**config.mk**
```make
export PLATFORM = sky130hd
export DESIGN_NAME = two_wire_master
export DESIGN_NICKNAME = d
export VERILOG_FILES = /design/src/logic/two_wire_pkg.sv /design/src/logic/bit_if.sv /design/src/logic/bit_engine.sv /design/src/logic/two_wire_master.sv
export SDC_FILE = /design/constraint.sdc
export NUM_CORES = 1
export LEC_CHECK = 0
export BUFFER_PORTS_ARGS = -buffer_cell sky130_fd_sc_hd__buf_2
export CAP_MARGIN = 20
export CORE_ASPECT_RATIO = 1.5
export CORE_UTILIZATION = 51
export DETAILED_ROUTE_END_ITERATION = 8
export PLACE_DENSITY = 0.77
export SYNTH_ARGS = -nofsm -noshare
export SYNTH_HDL_FRONTEND = slang
export SYNTH_SLANG_ARGS = --single-unit
export TNS_END_PERCENT = 50
```
**constraint.sdc**
```tcl
create_clock -name sys_clk -period 1.8 [get_ports sys_clk]
set_input_delay 0.36 -clock sys_clk [delete_from_list [all_inputs] [get_ports sys_clk]]
set_output_delay 0.36 -clock sys_clk [all_outputs]
set_load 0.02 [all_outputs]
```
**src/logic/two_wire_pkg.sv**
```systemverilog
package two_wire_pkg;
  // register byte addresses
  localparam logic [11:0] ADDR_CTRL = 12'h000;
  localparam logic [11:0] ADDR_STAT = 12'h004;
  localparam logic [11:0] ADDR_DATA = 12'h008;
  // control register bit positions
  localparam int B_FLAG  = 7;
  localparam int B_ACKEN = 6;
  localparam int B_STA   = 5;
  localparam int B_STO   = 4;
  localparam int B_WC    = 3;
  localparam int B_EN    = 2;
  localparam int B_IE    = 0;
  localparam int PRESC_W = 2;
  // status codes, prescaler bits zero
  localparam logic [7:0] C_START   = 8'h08;
  localparam logic [7:0] C_RSTART  = 8'h10;
  localparam logic [7:0] C_AW_ACK  = 8'h18;
  localparam logic [7:0] C_AW_NAK  = 8'h20;
  localparam logic [7:0] C_DW_ACK  = 8'h28;
  localparam logic [7:0] C_DW_NAK  = 8'h30;
  localparam logic [7:0] C_ARB     = 8'h38;
  localparam logic [7:0] C_AR_ACK  = 8'h40;
  localparam logic [7:0] C_AR_NAK  = 8'h48;
  localparam logic [7:0] C_DR_ACK  = 8'h50;
  localparam logic [7:0] C_DR_NAK  = 8'h58;
  localparam logic [7:0] C_IDLE    = 8'hF8;
  localparam logic [7:0] RST_DATA  = 8'hFF;
  // bus timing: quarter of a serial clock period
  localparam int QUARTER_NS  = 2500;
  localparam int CLK_NS      = 100;
  localparam int QUARTER_CYC = (QUARTER_NS + CLK_NS - 1) / CLK_NS;
  localparam int CNT_W       = 16;
  localparam logic [2:0] LAST_BIT = 3'h7;

  typedef enum logic [1:0] {
    CMD_START = 2'h0,
    CMD_STOP  = 2'h1,
    CMD_WRITE = 2'h2,
    CMD_READ  = 2'h3
  } bit_cmd_e;
endpackage : two_wire_pkg

```
**src/logic/bit_if.sv**
```systemverilog
`timescale 1ns/100ps
interface bit_if;
  import two_wire_pkg::*;
  logic     req;
  bit_cmd_e cmd;
  logic     wbit;
  logic     done;
  logic     lost;
  logic     rbit;
  logic     busy;
  logic     scl_rel;
  logic     sda_rel;
  logic     scl_in;
  logic     sda_in;
  modport eng (input req, cmd, wbit, scl_in, sda_in,
               output done, lost, rbit, busy, scl_rel, sda_rel);
  modport ctl (output req, cmd, wbit, scl_in, sda_in,
               input done, lost, rbit, busy, scl_rel, sda_rel);
endinterface : bit_if

```
**src/logic/bit_engine.sv**
```systemverilog
`timescale 1ns/100ps
module bit_engine
  import two_wire_pkg::*;
#(
  parameter int QUARTER = QUARTER_CYC
) (
  // clock and reset
  input wire logic clk,
  input wire logic rst,
  // command side
  bit_if.eng       bus
);
  logic             run_ff, nxt_run;
  logic [1:0]       ph_ff, nxt_ph;
  logic [CNT_W-1:0] cnt_ff, nxt_cnt;
  bit_cmd_e         cmd_ff, nxt_cmd;
  logic             bit_ff, nxt_bit;
  logic             scl_rel_ff, nxt_scl_rel;
  logic             sda_rel_ff, nxt_sda_rel;
  logic             done_ff, nxt_done;
  logic             lost_ff, nxt_lost;
  logic             rbit_ff, nxt_rbit;
  logic             busy_ff, nxt_busy;
  logic             scl_d_ff, sda_d_ff;

  // line release per command phase; sda moves under a high clock only for start and stop
  function automatic logic [1:0] lines(bit_cmd_e c, logic [1:0] p, logic b, logic scl_now);
    logic [1:0] r;
    r = 2'h3;
    unique case (c)
      CMD_START: r = (p == 2'h0) ? {scl_now, 1'b1} : (p == 2'h1) ? 2'h3 :
                     (p == 2'h2) ? 2'h2 : 2'h0;
      CMD_STOP:  r = (p == 2'h0) ? 2'h0 : (p == 2'h1) ? 2'h2 : 2'h3;
      CMD_WRITE: r = {(p == 2'h1) || (p == 2'h2), b};
      CMD_READ:  r = {(p == 2'h1) || (p == 2'h2), 1'b1};
    endcase
    return r;
  endfunction : lines

  always_comb begin
    nxt_run     = run_ff;
    nxt_ph      = ph_ff;
    nxt_cnt     = cnt_ff;
    nxt_cmd     = cmd_ff;
    nxt_bit     = bit_ff;
    nxt_scl_rel = scl_rel_ff;
    nxt_sda_rel = sda_rel_ff;
    nxt_done    = 1'b0;
    nxt_lost    = lost_ff;
    nxt_rbit    = rbit_ff;
    nxt_busy    = busy_ff;
    // a start or stop seen from any master marks the bus busy or free
    if (bus.scl_in && scl_d_ff && sda_d_ff && !bus.sda_in) nxt_busy = 1'b1;
    if (bus.scl_in && scl_d_ff && !sda_d_ff && bus.sda_in) nxt_busy = 1'b0;
    if (!run_ff) begin
      if (bus.req && !done_ff) begin
        nxt_run  = 1'b1;
        nxt_ph   = 2'h0;
        nxt_cnt  = '0;
        nxt_cmd  = bus.cmd;
        nxt_bit  = bus.wbit;
        nxt_lost = 1'b0;
      end
    end else begin
      {nxt_scl_rel, nxt_sda_rel} = lines(cmd_ff, ph_ff, bit_ff, scl_rel_ff); // RULE23
      // a slave stretching the clock holds the high phase back
      if (!(ph_ff == 2'h1 && !bus.scl_in)) nxt_cnt = cnt_ff + 1'b1;
      if (cnt_ff == CNT_W'(QUARTER - 1)) begin
        nxt_cnt = '0;
        nxt_ph  = ph_ff + 1'b1;
        if (ph_ff == 2'h2) begin
          nxt_rbit = bus.sda_in;
          if (cmd_ff == CMD_WRITE && bit_ff && !bus.sda_in) begin
            nxt_lost    = 1'b1;
            nxt_run     = 1'b0;
            nxt_done    = 1'b1;
            nxt_scl_rel = 1'b1;
            nxt_sda_rel = 1'b1;
          end
        end
        if (ph_ff == 2'h3) begin
          nxt_run  = 1'b0;
          nxt_done = 1'b1;
        end
      end
    end
  end

  always_ff @(posedge clk) begin
    if (rst) begin
      run_ff     <= 1'b0;
      ph_ff      <= 2'h0;
      cnt_ff     <= '0;
      cmd_ff     <= CMD_START;
      bit_ff     <= 1'b1;
      scl_rel_ff <= 1'b1;
      sda_rel_ff <= 1'b1;
      done_ff    <= 1'b0;
      lost_ff    <= 1'b0;
      rbit_ff    <= 1'b1;
      busy_ff    <= 1'b0;
      scl_d_ff   <= 1'b1;
      sda_d_ff   <= 1'b1;
    end else begin
      run_ff     <= nxt_run;
      ph_ff      <= nxt_ph;
      cnt_ff     <= nxt_cnt;
      cmd_ff     <= nxt_cmd;
      bit_ff     <= nxt_bit;
      scl_rel_ff <= nxt_scl_rel;
      sda_rel_ff <= nxt_sda_rel;
      done_ff    <= nxt_done;
      lost_ff    <= nxt_lost;
      rbit_ff    <= nxt_rbit;
      busy_ff    <= nxt_busy;
      scl_d_ff   <= bus.scl_in;
      sda_d_ff   <= bus.sda_in;
    end
  end

  assign bus.done    = done_ff;
  assign bus.lost    = lost_ff;
  assign bus.rbit    = rbit_ff;
  assign bus.busy    = busy_ff;
  assign bus.scl_rel = scl_rel_ff;
  assign bus.sda_rel = sda_rel_ff;
endmodule : bit_engine

```
**src/logic/two_wire_master.sv**
```systemverilog
// The APB register port and the placing of the registers are this design's own decisions.
`timescale 1ns/100ps
// Function
// RULE1: software starts with flag, start, enable set
// RULE2: start only once the bus is free
// RULE3: after start set flag, status 08
// RULE4: address direction bit selects transmitter or receiver
// RULE5: address write: 18 on ack, 20 otherwise
// RULE6: data sent: 28 on ack, 30 otherwise
// RULE7: flag clear, no start/stop: send byte
// RULE8: start alone gives repeated start, bus kept
// RULE9: stop alone sends stop, clears stop bit
// RULE10: start and stop: stop, then start
// RULE11: lost arbitration gives 38; release bus
// RULE12: 38 with start: start when bus free
// RULE13: address read: 40, 48 or 38
// RULE14: receive byte, ack per acknowledge enable
// RULE15: byte received: 50 after ack, 58 otherwise
// RULE16: received byte readable while flag set
// RULE17: software ends read with not-ack, stop
// RULE18: repeated start gives 10, then either mode
// RULE19: writing one clears flag, transfer continues
// RULE20: status codes valid with prescaler masked
// RULE21: bus held while flag is set
// RULE22: data write with flag low: discard, collide
// RULE23: start and stop formed under high clock
// RULE24: idle shows F8, start and stop clear
module two_wire_master
  import two_wire_pkg::*;
#(
  parameter int QUARTER = QUARTER_CYC
) (
  // clock and reset
  input  wire logic        sys_clk,
  input  wire logic        rst,
  // apb slave
  input  wire logic        psel,
  input  wire logic        penable,
  input  wire logic        pwrite,
  input  wire logic [11:0] paddr,
  input  wire logic [31:0] pwdata,
  output logic      [31:0] prdata,
  output logic             pready,
  output logic             pslverr,
  // serial bus, open drain
  input  wire logic        scl_in,
  output logic             scl_out,
  output logic             scl_oe_n,
  input  wire logic        sda_in,
  output logic             sda_out,
  output logic             sda_oe_n
);
  typedef enum logic [2:0] {
    ST_IDLE = 3'h0,
    ST_WAIT = 3'h1,
    ST_START = 3'h2,
    ST_BITS = 3'h3,
    ST_ACK = 3'h4,
    ST_STOP = 3'h5,
    ST_HOLD = 3'h6
  } main_state_e;

  bit_if bif ();

  logic               scl_m_ff, scl_s_ff, sda_m_ff, sda_s_ff;
  logic               zero_ff;
  main_state_e        state_ff, nxt_state;
  logic               flag_ff, nxt_flag;
  logic               acken_ff, nxt_acken;
  logic               sta_ff, nxt_sta;
  logic               sto_ff, nxt_sto;
  logic               wc_ff, nxt_wc;
  logic               en_ff, nxt_en;
  logic               ie_ff, nxt_ie;
  logic [PRESC_W-1:0] presc_ff, nxt_presc;
  logic [7:0]         code_ff, nxt_code;
  logic [7:0]         data_ff, nxt_data;
  logic [7:0]         shift_ff, nxt_shift;
  logic [2:0]         bitn_ff, nxt_bitn;
  logic               tx_ff, nxt_tx;
  logic               rxm_ff, nxt_rxm;
  logic               addr_ff, nxt_addr;
  logic               ackd_ff, nxt_ackd;
  logic               rst_ff, nxt_rst;
  logic               req_ff, nxt_req;
  bit_cmd_e           cmd_ff, nxt_cmd;
  logic               wbit_ff, nxt_wbit;
  logic [31:0]        prdata_ff, nxt_prdata;
  logic               pready_ff, nxt_pready;
  logic               pslverr_ff, nxt_pslverr;
  logic               acc, wr_ctrl, wr_data, go, ackd;

  assign acc     = psel && penable && pready_ff;
  assign wr_ctrl = acc && pwrite && paddr == ADDR_CTRL;
  assign wr_data = acc && pwrite && paddr == ADDR_DATA;
  // the transfer only advances when the flag is written to one with the unit enabled
  assign go      = wr_ctrl && pwdata[B_FLAG] && pwdata[B_EN]; // RULE1 RULE19
  assign ackd    = !bif.rbit;

  // apb: one wait state, read data and error registered with pready
  always_comb begin
    nxt_pready  = psel && penable && !pready_ff;
    nxt_prdata  = prdata_ff;
    nxt_pslverr = 1'b0;
    if (psel && penable && !pready_ff) begin
      unique case (paddr)
        ADDR_CTRL: nxt_prdata = {24'h000000, flag_ff, acken_ff, sta_ff, sto_ff,
                                 wc_ff, en_ff, 1'b0, ie_ff};
        ADDR_STAT: nxt_prdata = {24'h000000, code_ff[7:3], 1'b0, presc_ff}; // RULE20
        ADDR_DATA: nxt_prdata = {24'h000000, data_ff}; // RULE16
        default: begin
          nxt_prdata  = 32'h00000000;
          nxt_pslverr = 1'b1;
        end
      endcase
    end
  end

  always_ff @(posedge sys_clk) begin
    if (rst) begin
      pready_ff  <= 1'b0;
      prdata_ff  <= 32'h00000000;
      pslverr_ff <= 1'b0;
    end else begin
      pready_ff  <= nxt_pready;
      prdata_ff  <= nxt_prdata;
      pslverr_ff <= nxt_pslverr;
    end
  end

  // byte sequencer and registers
  always_comb begin
    nxt_state = state_ff;
    nxt_flag  = flag_ff;
    nxt_acken = acken_ff;
    nxt_sta   = sta_ff;
    nxt_sto   = sto_ff;
    nxt_wc    = wc_ff;
    nxt_en    = en_ff;
    nxt_ie    = ie_ff;
    nxt_presc = presc_ff;
    nxt_code  = code_ff;
    nxt_data  = data_ff;
    nxt_shift = shift_ff;
    nxt_bitn  = bitn_ff;
    nxt_tx    = tx_ff;
    nxt_rxm   = rxm_ff;
    nxt_addr  = addr_ff;
    nxt_ackd  = ackd_ff;
    nxt_rst   = rst_ff;
    nxt_req   = req_ff;
    nxt_cmd   = cmd_ff;
    nxt_wbit  = wbit_ff;
    if (bif.done) nxt_req = 1'b0;
    if (wr_ctrl) begin
      nxt_acken = pwdata[B_ACKEN];
      nxt_sta   = pwdata[B_STA];
      nxt_sto   = pwdata[B_STO];
      nxt_en    = pwdata[B_EN];
      nxt_ie    = pwdata[B_IE];
      if (pwdata[B_FLAG]) nxt_flag = 1'b0; // RULE19
    end
    if (acc && pwrite && paddr == ADDR_STAT) nxt_presc = pwdata[PRESC_W-1:0];
    if (wr_data) begin
      if (flag_ff) begin
        nxt_data = pwdata[7:0];
        nxt_wc   = 1'b0;
      end else begin
        nxt_wc = 1'b1; // RULE22
      end
    end
    unique case (state_ff)
      ST_IDLE: begin
        nxt_code = C_IDLE; // RULE24
        if (go && pwdata[B_STA]) nxt_state = ST_WAIT;
      end
      ST_WAIT: begin
        if (!bif.busy) begin // RULE2 RULE12
          nxt_state = ST_START;
          nxt_req   = 1'b1;
          nxt_cmd   = CMD_START;
          nxt_rst   = 1'b0;
        end
      end
      ST_HOLD: begin
        // nothing is launched while the flag stands
        if (go) begin // RULE21
          if (pwdata[B_STO]) begin
            nxt_state = ST_STOP; // RULE9 RULE10
            nxt_req   = 1'b1;
            nxt_cmd   = CMD_STOP;
          end else if (pwdata[B_STA]) begin
            if (code_ff == C_ARB) begin
              nxt_state = ST_WAIT; // RULE12
            end else begin
              nxt_state = ST_START; // RULE8
              nxt_req   = 1'b1;
              nxt_cmd   = CMD_START;
              nxt_rst   = 1'b1;
            end
          end else if (code_ff == C_ARB) begin
            nxt_state = ST_IDLE; // RULE11
            nxt_code  = C_IDLE; // RULE24
          end else if (code_ff inside {C_START, C_RSTART, C_AW_ACK, C_AW_NAK,
                                       C_DW_ACK, C_DW_NAK}) begin
            nxt_state = ST_BITS; // RULE7
            nxt_shift = data_ff;
            nxt_bitn  = 3'h0;
            nxt_tx    = 1'b1;
            nxt_req   = 1'b1;
            nxt_cmd   = CMD_WRITE;
            nxt_wbit  = data_ff[7];
            if (code_ff inside {C_START, C_RSTART}) begin
              nxt_addr = 1'b1;
              nxt_rxm  = data_ff[0]; // RULE4 RULE18
            end
          end else if (code_ff inside {C_AR_ACK, C_DR_ACK}) begin
            nxt_state = ST_BITS; // RULE14
            nxt_bitn  = 3'h0;
            nxt_tx    = 1'b0;
            nxt_req   = 1'b1;
            nxt_cmd   = CMD_READ;
          end
        end
      end
      ST_START: begin
        if (bif.done) begin
          nxt_flag  = 1'b1;
          nxt_state = ST_HOLD;
          nxt_code  = bif.lost ? C_ARB : rst_ff ? C_RSTART : C_START; // RULE3 RULE18
        end
      end
      ST_BITS: begin
        if (bif.done) begin
          if (bif.lost) begin
            nxt_flag  = 1'b1; // RULE11
            nxt_code  = C_ARB;
            nxt_state = ST_HOLD;
          end else begin
            nxt_shift = tx_ff ? {shift_ff[6:0], 1'b0} : {shift_ff[6:0], bif.rbit};
            nxt_bitn  = bitn_ff + 1'b1;
            nxt_req   = 1'b1;
            if (bitn_ff == LAST_BIT) begin
              nxt_state = ST_ACK;
              nxt_cmd   = tx_ff ? CMD_READ : CMD_WRITE;
              nxt_wbit  = !acken_ff; // RULE14
              nxt_ackd  = acken_ff;
            end else begin
              nxt_cmd  = tx_ff ? CMD_WRITE : CMD_READ;
              nxt_wbit = shift_ff[6];
            end
          end
        end
      end
      ST_ACK: begin
        if (bif.done) begin
          nxt_flag  = 1'b1;
          nxt_state = ST_HOLD;
          nxt_addr  = 1'b0;
          if (bif.lost) begin
            nxt_code = C_ARB; // RULE13
          end else if (!tx_ff) begin
            nxt_data = shift_ff; // RULE16
            nxt_code = ackd_ff ? C_DR_ACK : C_DR_NAK; // RULE15
          end else if (addr_ff) begin
            nxt_code = rxm_ff ? (ackd ? C_AR_ACK : C_AR_NAK)  // RULE13
                              : (ackd ? C_AW_ACK : C_AW_NAK); // RULE5
          end else begin
            nxt_code = ackd ? C_DW_ACK : C_DW_NAK; // RULE6
          end
        end
      end
      ST_STOP: begin
        if (bif.done) begin
          nxt_sto   = 1'b0; // RULE9 RULE10
          nxt_state = sta_ff ? ST_WAIT : ST_IDLE; // RULE10
          nxt_code  = C_IDLE;
        end
      end
      default: nxt_state = ST_IDLE;
    endcase
    // a flag raised by the bus in the same cycle as a software clear stays set
    if (state_ff != ST_HOLD && nxt_state == ST_HOLD) nxt_flag = 1'b1;
  end

  always_ff @(posedge sys_clk) begin
    if (rst) begin
      state_ff <= ST_IDLE;
      flag_ff  <= 1'b0;
      acken_ff <= 1'b0;
      sta_ff   <= 1'b0;
      sto_ff   <= 1'b0;
      wc_ff    <= 1'b0;
      en_ff    <= 1'b0;
      ie_ff    <= 1'b0;
      presc_ff <= '0;
      code_ff  <= C_IDLE;
      data_ff  <= RST_DATA;
      shift_ff <= 8'h00;
      bitn_ff  <= 3'h0;
      tx_ff    <= 1'b0;
      rxm_ff   <= 1'b0;
      addr_ff  <= 1'b0;
      ackd_ff  <= 1'b0;
      rst_ff   <= 1'b0;
      req_ff   <= 1'b0;
      cmd_ff   <= CMD_START;
      wbit_ff  <= 1'b1;
      zero_ff  <= 1'b0;
      scl_m_ff <= 1'b1;
      scl_s_ff <= 1'b1;
      sda_m_ff <= 1'b1;
      sda_s_ff <= 1'b1;
    end else begin
      state_ff <= nxt_state;
      flag_ff  <= nxt_flag;
      acken_ff <= nxt_acken;
      sta_ff   <= nxt_sta;
      sto_ff   <= nxt_sto;
      wc_ff    <= nxt_wc;
      en_ff    <= nxt_en;
      ie_ff    <= nxt_ie;
      presc_ff <= nxt_presc;
      code_ff  <= nxt_code;
      data_ff  <= nxt_data;
      shift_ff <= nxt_shift;
      bitn_ff  <= nxt_bitn;
      tx_ff    <= nxt_tx;
      rxm_ff   <= nxt_rxm;
      addr_ff  <= nxt_addr;
      ackd_ff  <= nxt_ackd;
      rst_ff   <= nxt_rst;
      req_ff   <= nxt_req;
      cmd_ff   <= nxt_cmd;
      wbit_ff  <= nxt_wbit;
      zero_ff  <= 1'b0;
      scl_m_ff <= scl_in;
      scl_s_ff <= scl_m_ff;
      sda_m_ff <= sda_in;
      sda_s_ff <= sda_m_ff;
    end
  end

  assign bif.req    = req_ff;
  assign bif.cmd    = cmd_ff;
  assign bif.wbit   = wbit_ff;
  assign bif.scl_in = scl_s_ff;
  assign bif.sda_in = sda_s_ff;

  bit_engine #(.QUARTER(QUARTER)) u_eng (
    .clk (sys_clk),
    .rst (rst),
    .bus (bif.eng)
  );

  assign prdata   = prdata_ff;
  assign pready   = pready_ff;
  assign pslverr  = pslverr_ff;
  assign scl_out  = zero_ff;
  assign sda_out  = zero_ff;
  assign scl_oe_n = bif.scl_rel;
  assign sda_oe_n = bif.sda_rel;
endmodule : two_wire_master

```
==> impl_metrics.yaml <==
cells_and_area:
  final_nets: 737
  diodes: 0
  nFillCells: 768
  register_area_um2: 1794
  syn_to_final_growth_pct: 25.74
  multiInputGateArea_um2: 2927
  postLayoutCoreUtil_pct: 65.86
  final_cell_area_um2: 6095
  drive_above_1_share_pct: 28.93
  instances_no_fill: 793
timing:
  finalHoldViolations: 0
  rsz0062_at_grt: "yes"
  max_freq_mhz: 546.8
  finalCriticalPeriod_ns: 1.829
  fin_setup_tns_ns: -0.1421
  finClkSkew_ns: 0.007048
  post-route-period-util_pct: 101.6
  final.setup.worst_slack_ns: -0.02880
  hold_ws_ns: 0.2011
  finalMaxSlewViolations: 0
  setup_violations: 7
worst_setup_path:
  end_kind: "flip-flop"
  crit_type: "flip-flop to flip-flop"
  cp.arrival_ns: 2.06
  cp_slowest_stage_delay_ns: 0.35
  crit_top_cell: "buf_4"
  cp_cell_sequence: "nor4_4, buf_4, a41oi_4, a211oi_2, buf_4, a211oi_1, a31o_2"
  path_max_fanout: 4
  critPathRequiredTime_ns: 2.03
  start_kind: "flip-flop"
  critPathSlowestCell: "dfxtp_2"
synthesis:
  synth-seq-cells: 89
  synth_area_um2: 4847
  ys_warn_count: 0
  synthTopCellsByArea: "dfxtp_1 (37%), mux2i_1 (7.8%), nor2_1 (5.0%)"
  syn_inst: 572
  post-synth-top-count-cell: "dfxtp_1"
  synth.distinct_cells: 67
  ys.flop_type: "dfxtp_1"
  synthTopCellsByCount: "dfxtp_1 (89), nor2_1 (65), a21oi_1 (39)"
  ys_seq_area_share_pct: 36.76
  synth.avg_cell_area_um2: 8.474
  synth.largest_area_cell: "dfxtp_1"
  synth-edff-count: 0
  async_reset_ff_share_pct: 0
  netlist.area_leader.share_pct: 36.76
global_route:
  grt_pass1_wl_um: 19990
  met1_usage_pct: 27.52
  grtUsageTotal_pct: 26.14
  met2_usage_pct: 47.19
  top_usage_layer: "met2"
  grt_max_degree: 17
  antenna_found_initial: 0
  grt_pass1_vias: 4381
  grt_overflow: 0
  grtUsageMet3_pct: 3.985
place:
  dp_hpwl_um: 9217
  place.gp.congestion: 0.8760
  place_area_um2: 5589
  portBuffers: 38
  place_inst: 770
status:
  status: "finished with violations"
  violations: "negative setup slack"
detailed_routing:
  firstDrtPassIters: 4
  viasPerCell: 5.718
  wl_per_cell_um: 15.50
  drt_iter0_drc: 273
  drc: 0
  drtAntennaViolNets: 0
  finalWirelength_um: 12290
  vias: 4534
clocking:
  htreeDepth: 3
  cts_root_buf: "clkbuf_16"
  clock_path_buffers: 2
  cts_buffers: 9
  cts_tree: "done"
  clk_pin_slew_worst_paths_ns: 0.06
  clock_latency_ns: 0.34
  cts_sinks: 89
die:
  coreArea_um2: 9254
  die_h_um: 121.4
  io_pins: 89
  die_w_um: 81.60
  rows: 43
  dieArea_um2: 9906
  initial_core_util_pct: 52.38
power_and_ir_drop:
  cellLeakagePower_nw: 2.632
  ir_worst_vdd_v: 0.0005457
  powerDensity_nw_per_um2: 674.3
worst_hold_path:
  hold_path.class: "primary input to flip-flop"
job:
  cap_violations: 0
==> final timing paths <==
path	start	cells after the start	slack [ns]	end
worst min register to register	sda_m_ff	1	0.41	bif.sda_in
worst min-delay path	scl_in	2	0.20	scl_m_ff
worst max-delay path	u_eng.cnt_ff[10]	7	-0.03	u_eng.cnt_ff[13]
worst max register to register	u_eng.cnt_ff[10]	7	-0.03	u_eng.cnt_ff[13]
==> cell type report <==
| cell class | instances | area share, % |
|---|---|---|
| Timing Repair Buffer | 125 | 14.12 |
| Inverter | 18 | 1.109 |
| Clock inverter | 5 | 1.026 |
| Multi-Input combinational cell | 433 | 48.02 |
| Sequential cell | 89 | 29.44 |
| Clock buffer | 11 | 3.983 |
| Tap cell | 112 | 2.299 |
==> metrics by stage <==
stage / power, mW / setup WS, ns
after floorplan: 2.203 / -0.01747
after global placement: 2.234 / -0.1593
after detailed placement: 2.239 / -0.2618
after CTS: 4.136 / -0.008846
after global routing: 4.255 / -0.07375
final: 4.109 / -0.02880
==> registers in the layout (all words and copies together), names as in the netlist, 3 cells and up <==
| name | cells |
|---|---|
| bitn_ff | 3 |
| code_ff | 5 |
| data_ff | 8 |
| prdata | 8 |
| shift_ff | 8 |
| state_ff | 3 |
| u_eng.cnt_ff | 16 |
==> cell usage in the layout (no fill, tap or decap), types with 14 or more instances in the layout <==
| cell type | synthesis | layout |
|---|---|---|
| buf_4 | 26 | 83 |
| dfxtp_1 | 89 | 81 |
| nor2_1 | 65 | 64 |
| buf_2 | 7 | 39 |
| mux2i_1 | 38 | 38 |
| a21oi_1 | 39 | 36 |
| nand2_1 | 33 | 32 |
| conb_1 | 1 | 26 |
| nor3_1 | 19 | 18 |
| o21ai_0 | 17 | 17 |
| inv_1 | 18 | 16 |
| a211oi_1 | 15 | 14 |
==> logic make-up (layout without fill, tap and decap cells) <==
kind of cell	count (synthesis)	in the layout	share of synthesized area, %
compound gates	126	126	17.89
xor+xnor	12	12	2.168
fa+ha+maj	10	10	2.581
buf+inv	75	159	8.002
flops	89	89	36.76
mux	40	40	8.312
other cells	1	26	0.07737
simple gates	219	219	24.21
==> critical path: cells and delay by family, from the launching register on <==
kind	cells	cell delay, ns
simple gates	1	0.31
compound gates	4	0.70
buf+inv	2	0.36
flops	1	0.35
==> per-layer routing <==
metal / vias up / wire [um]
met2: 122 / 6541
met3: 42 / 396
met4: 0 / 629
met1: 2155 / 4723
li1: 2215 / -
met5: - / 0
==> power breakdown <==
group | switching, mW | internal (mW)
Clock | 0.789 | 1.12
Sequential | 0.00567 | 1.98
Combinational | 0.146 | 0.0717
Total | 0.941 | 3.17
==> timing repair <==
item	4_1_cts	5_1_grt
buffers inserted	2	4
pin swaps	3	7
hold buffers	0	0
gates resized for setup	19	23
setup endpoints to repair	22	44
cloned	0	1
No activity file was read; power rests on OpenSTA's default activity.
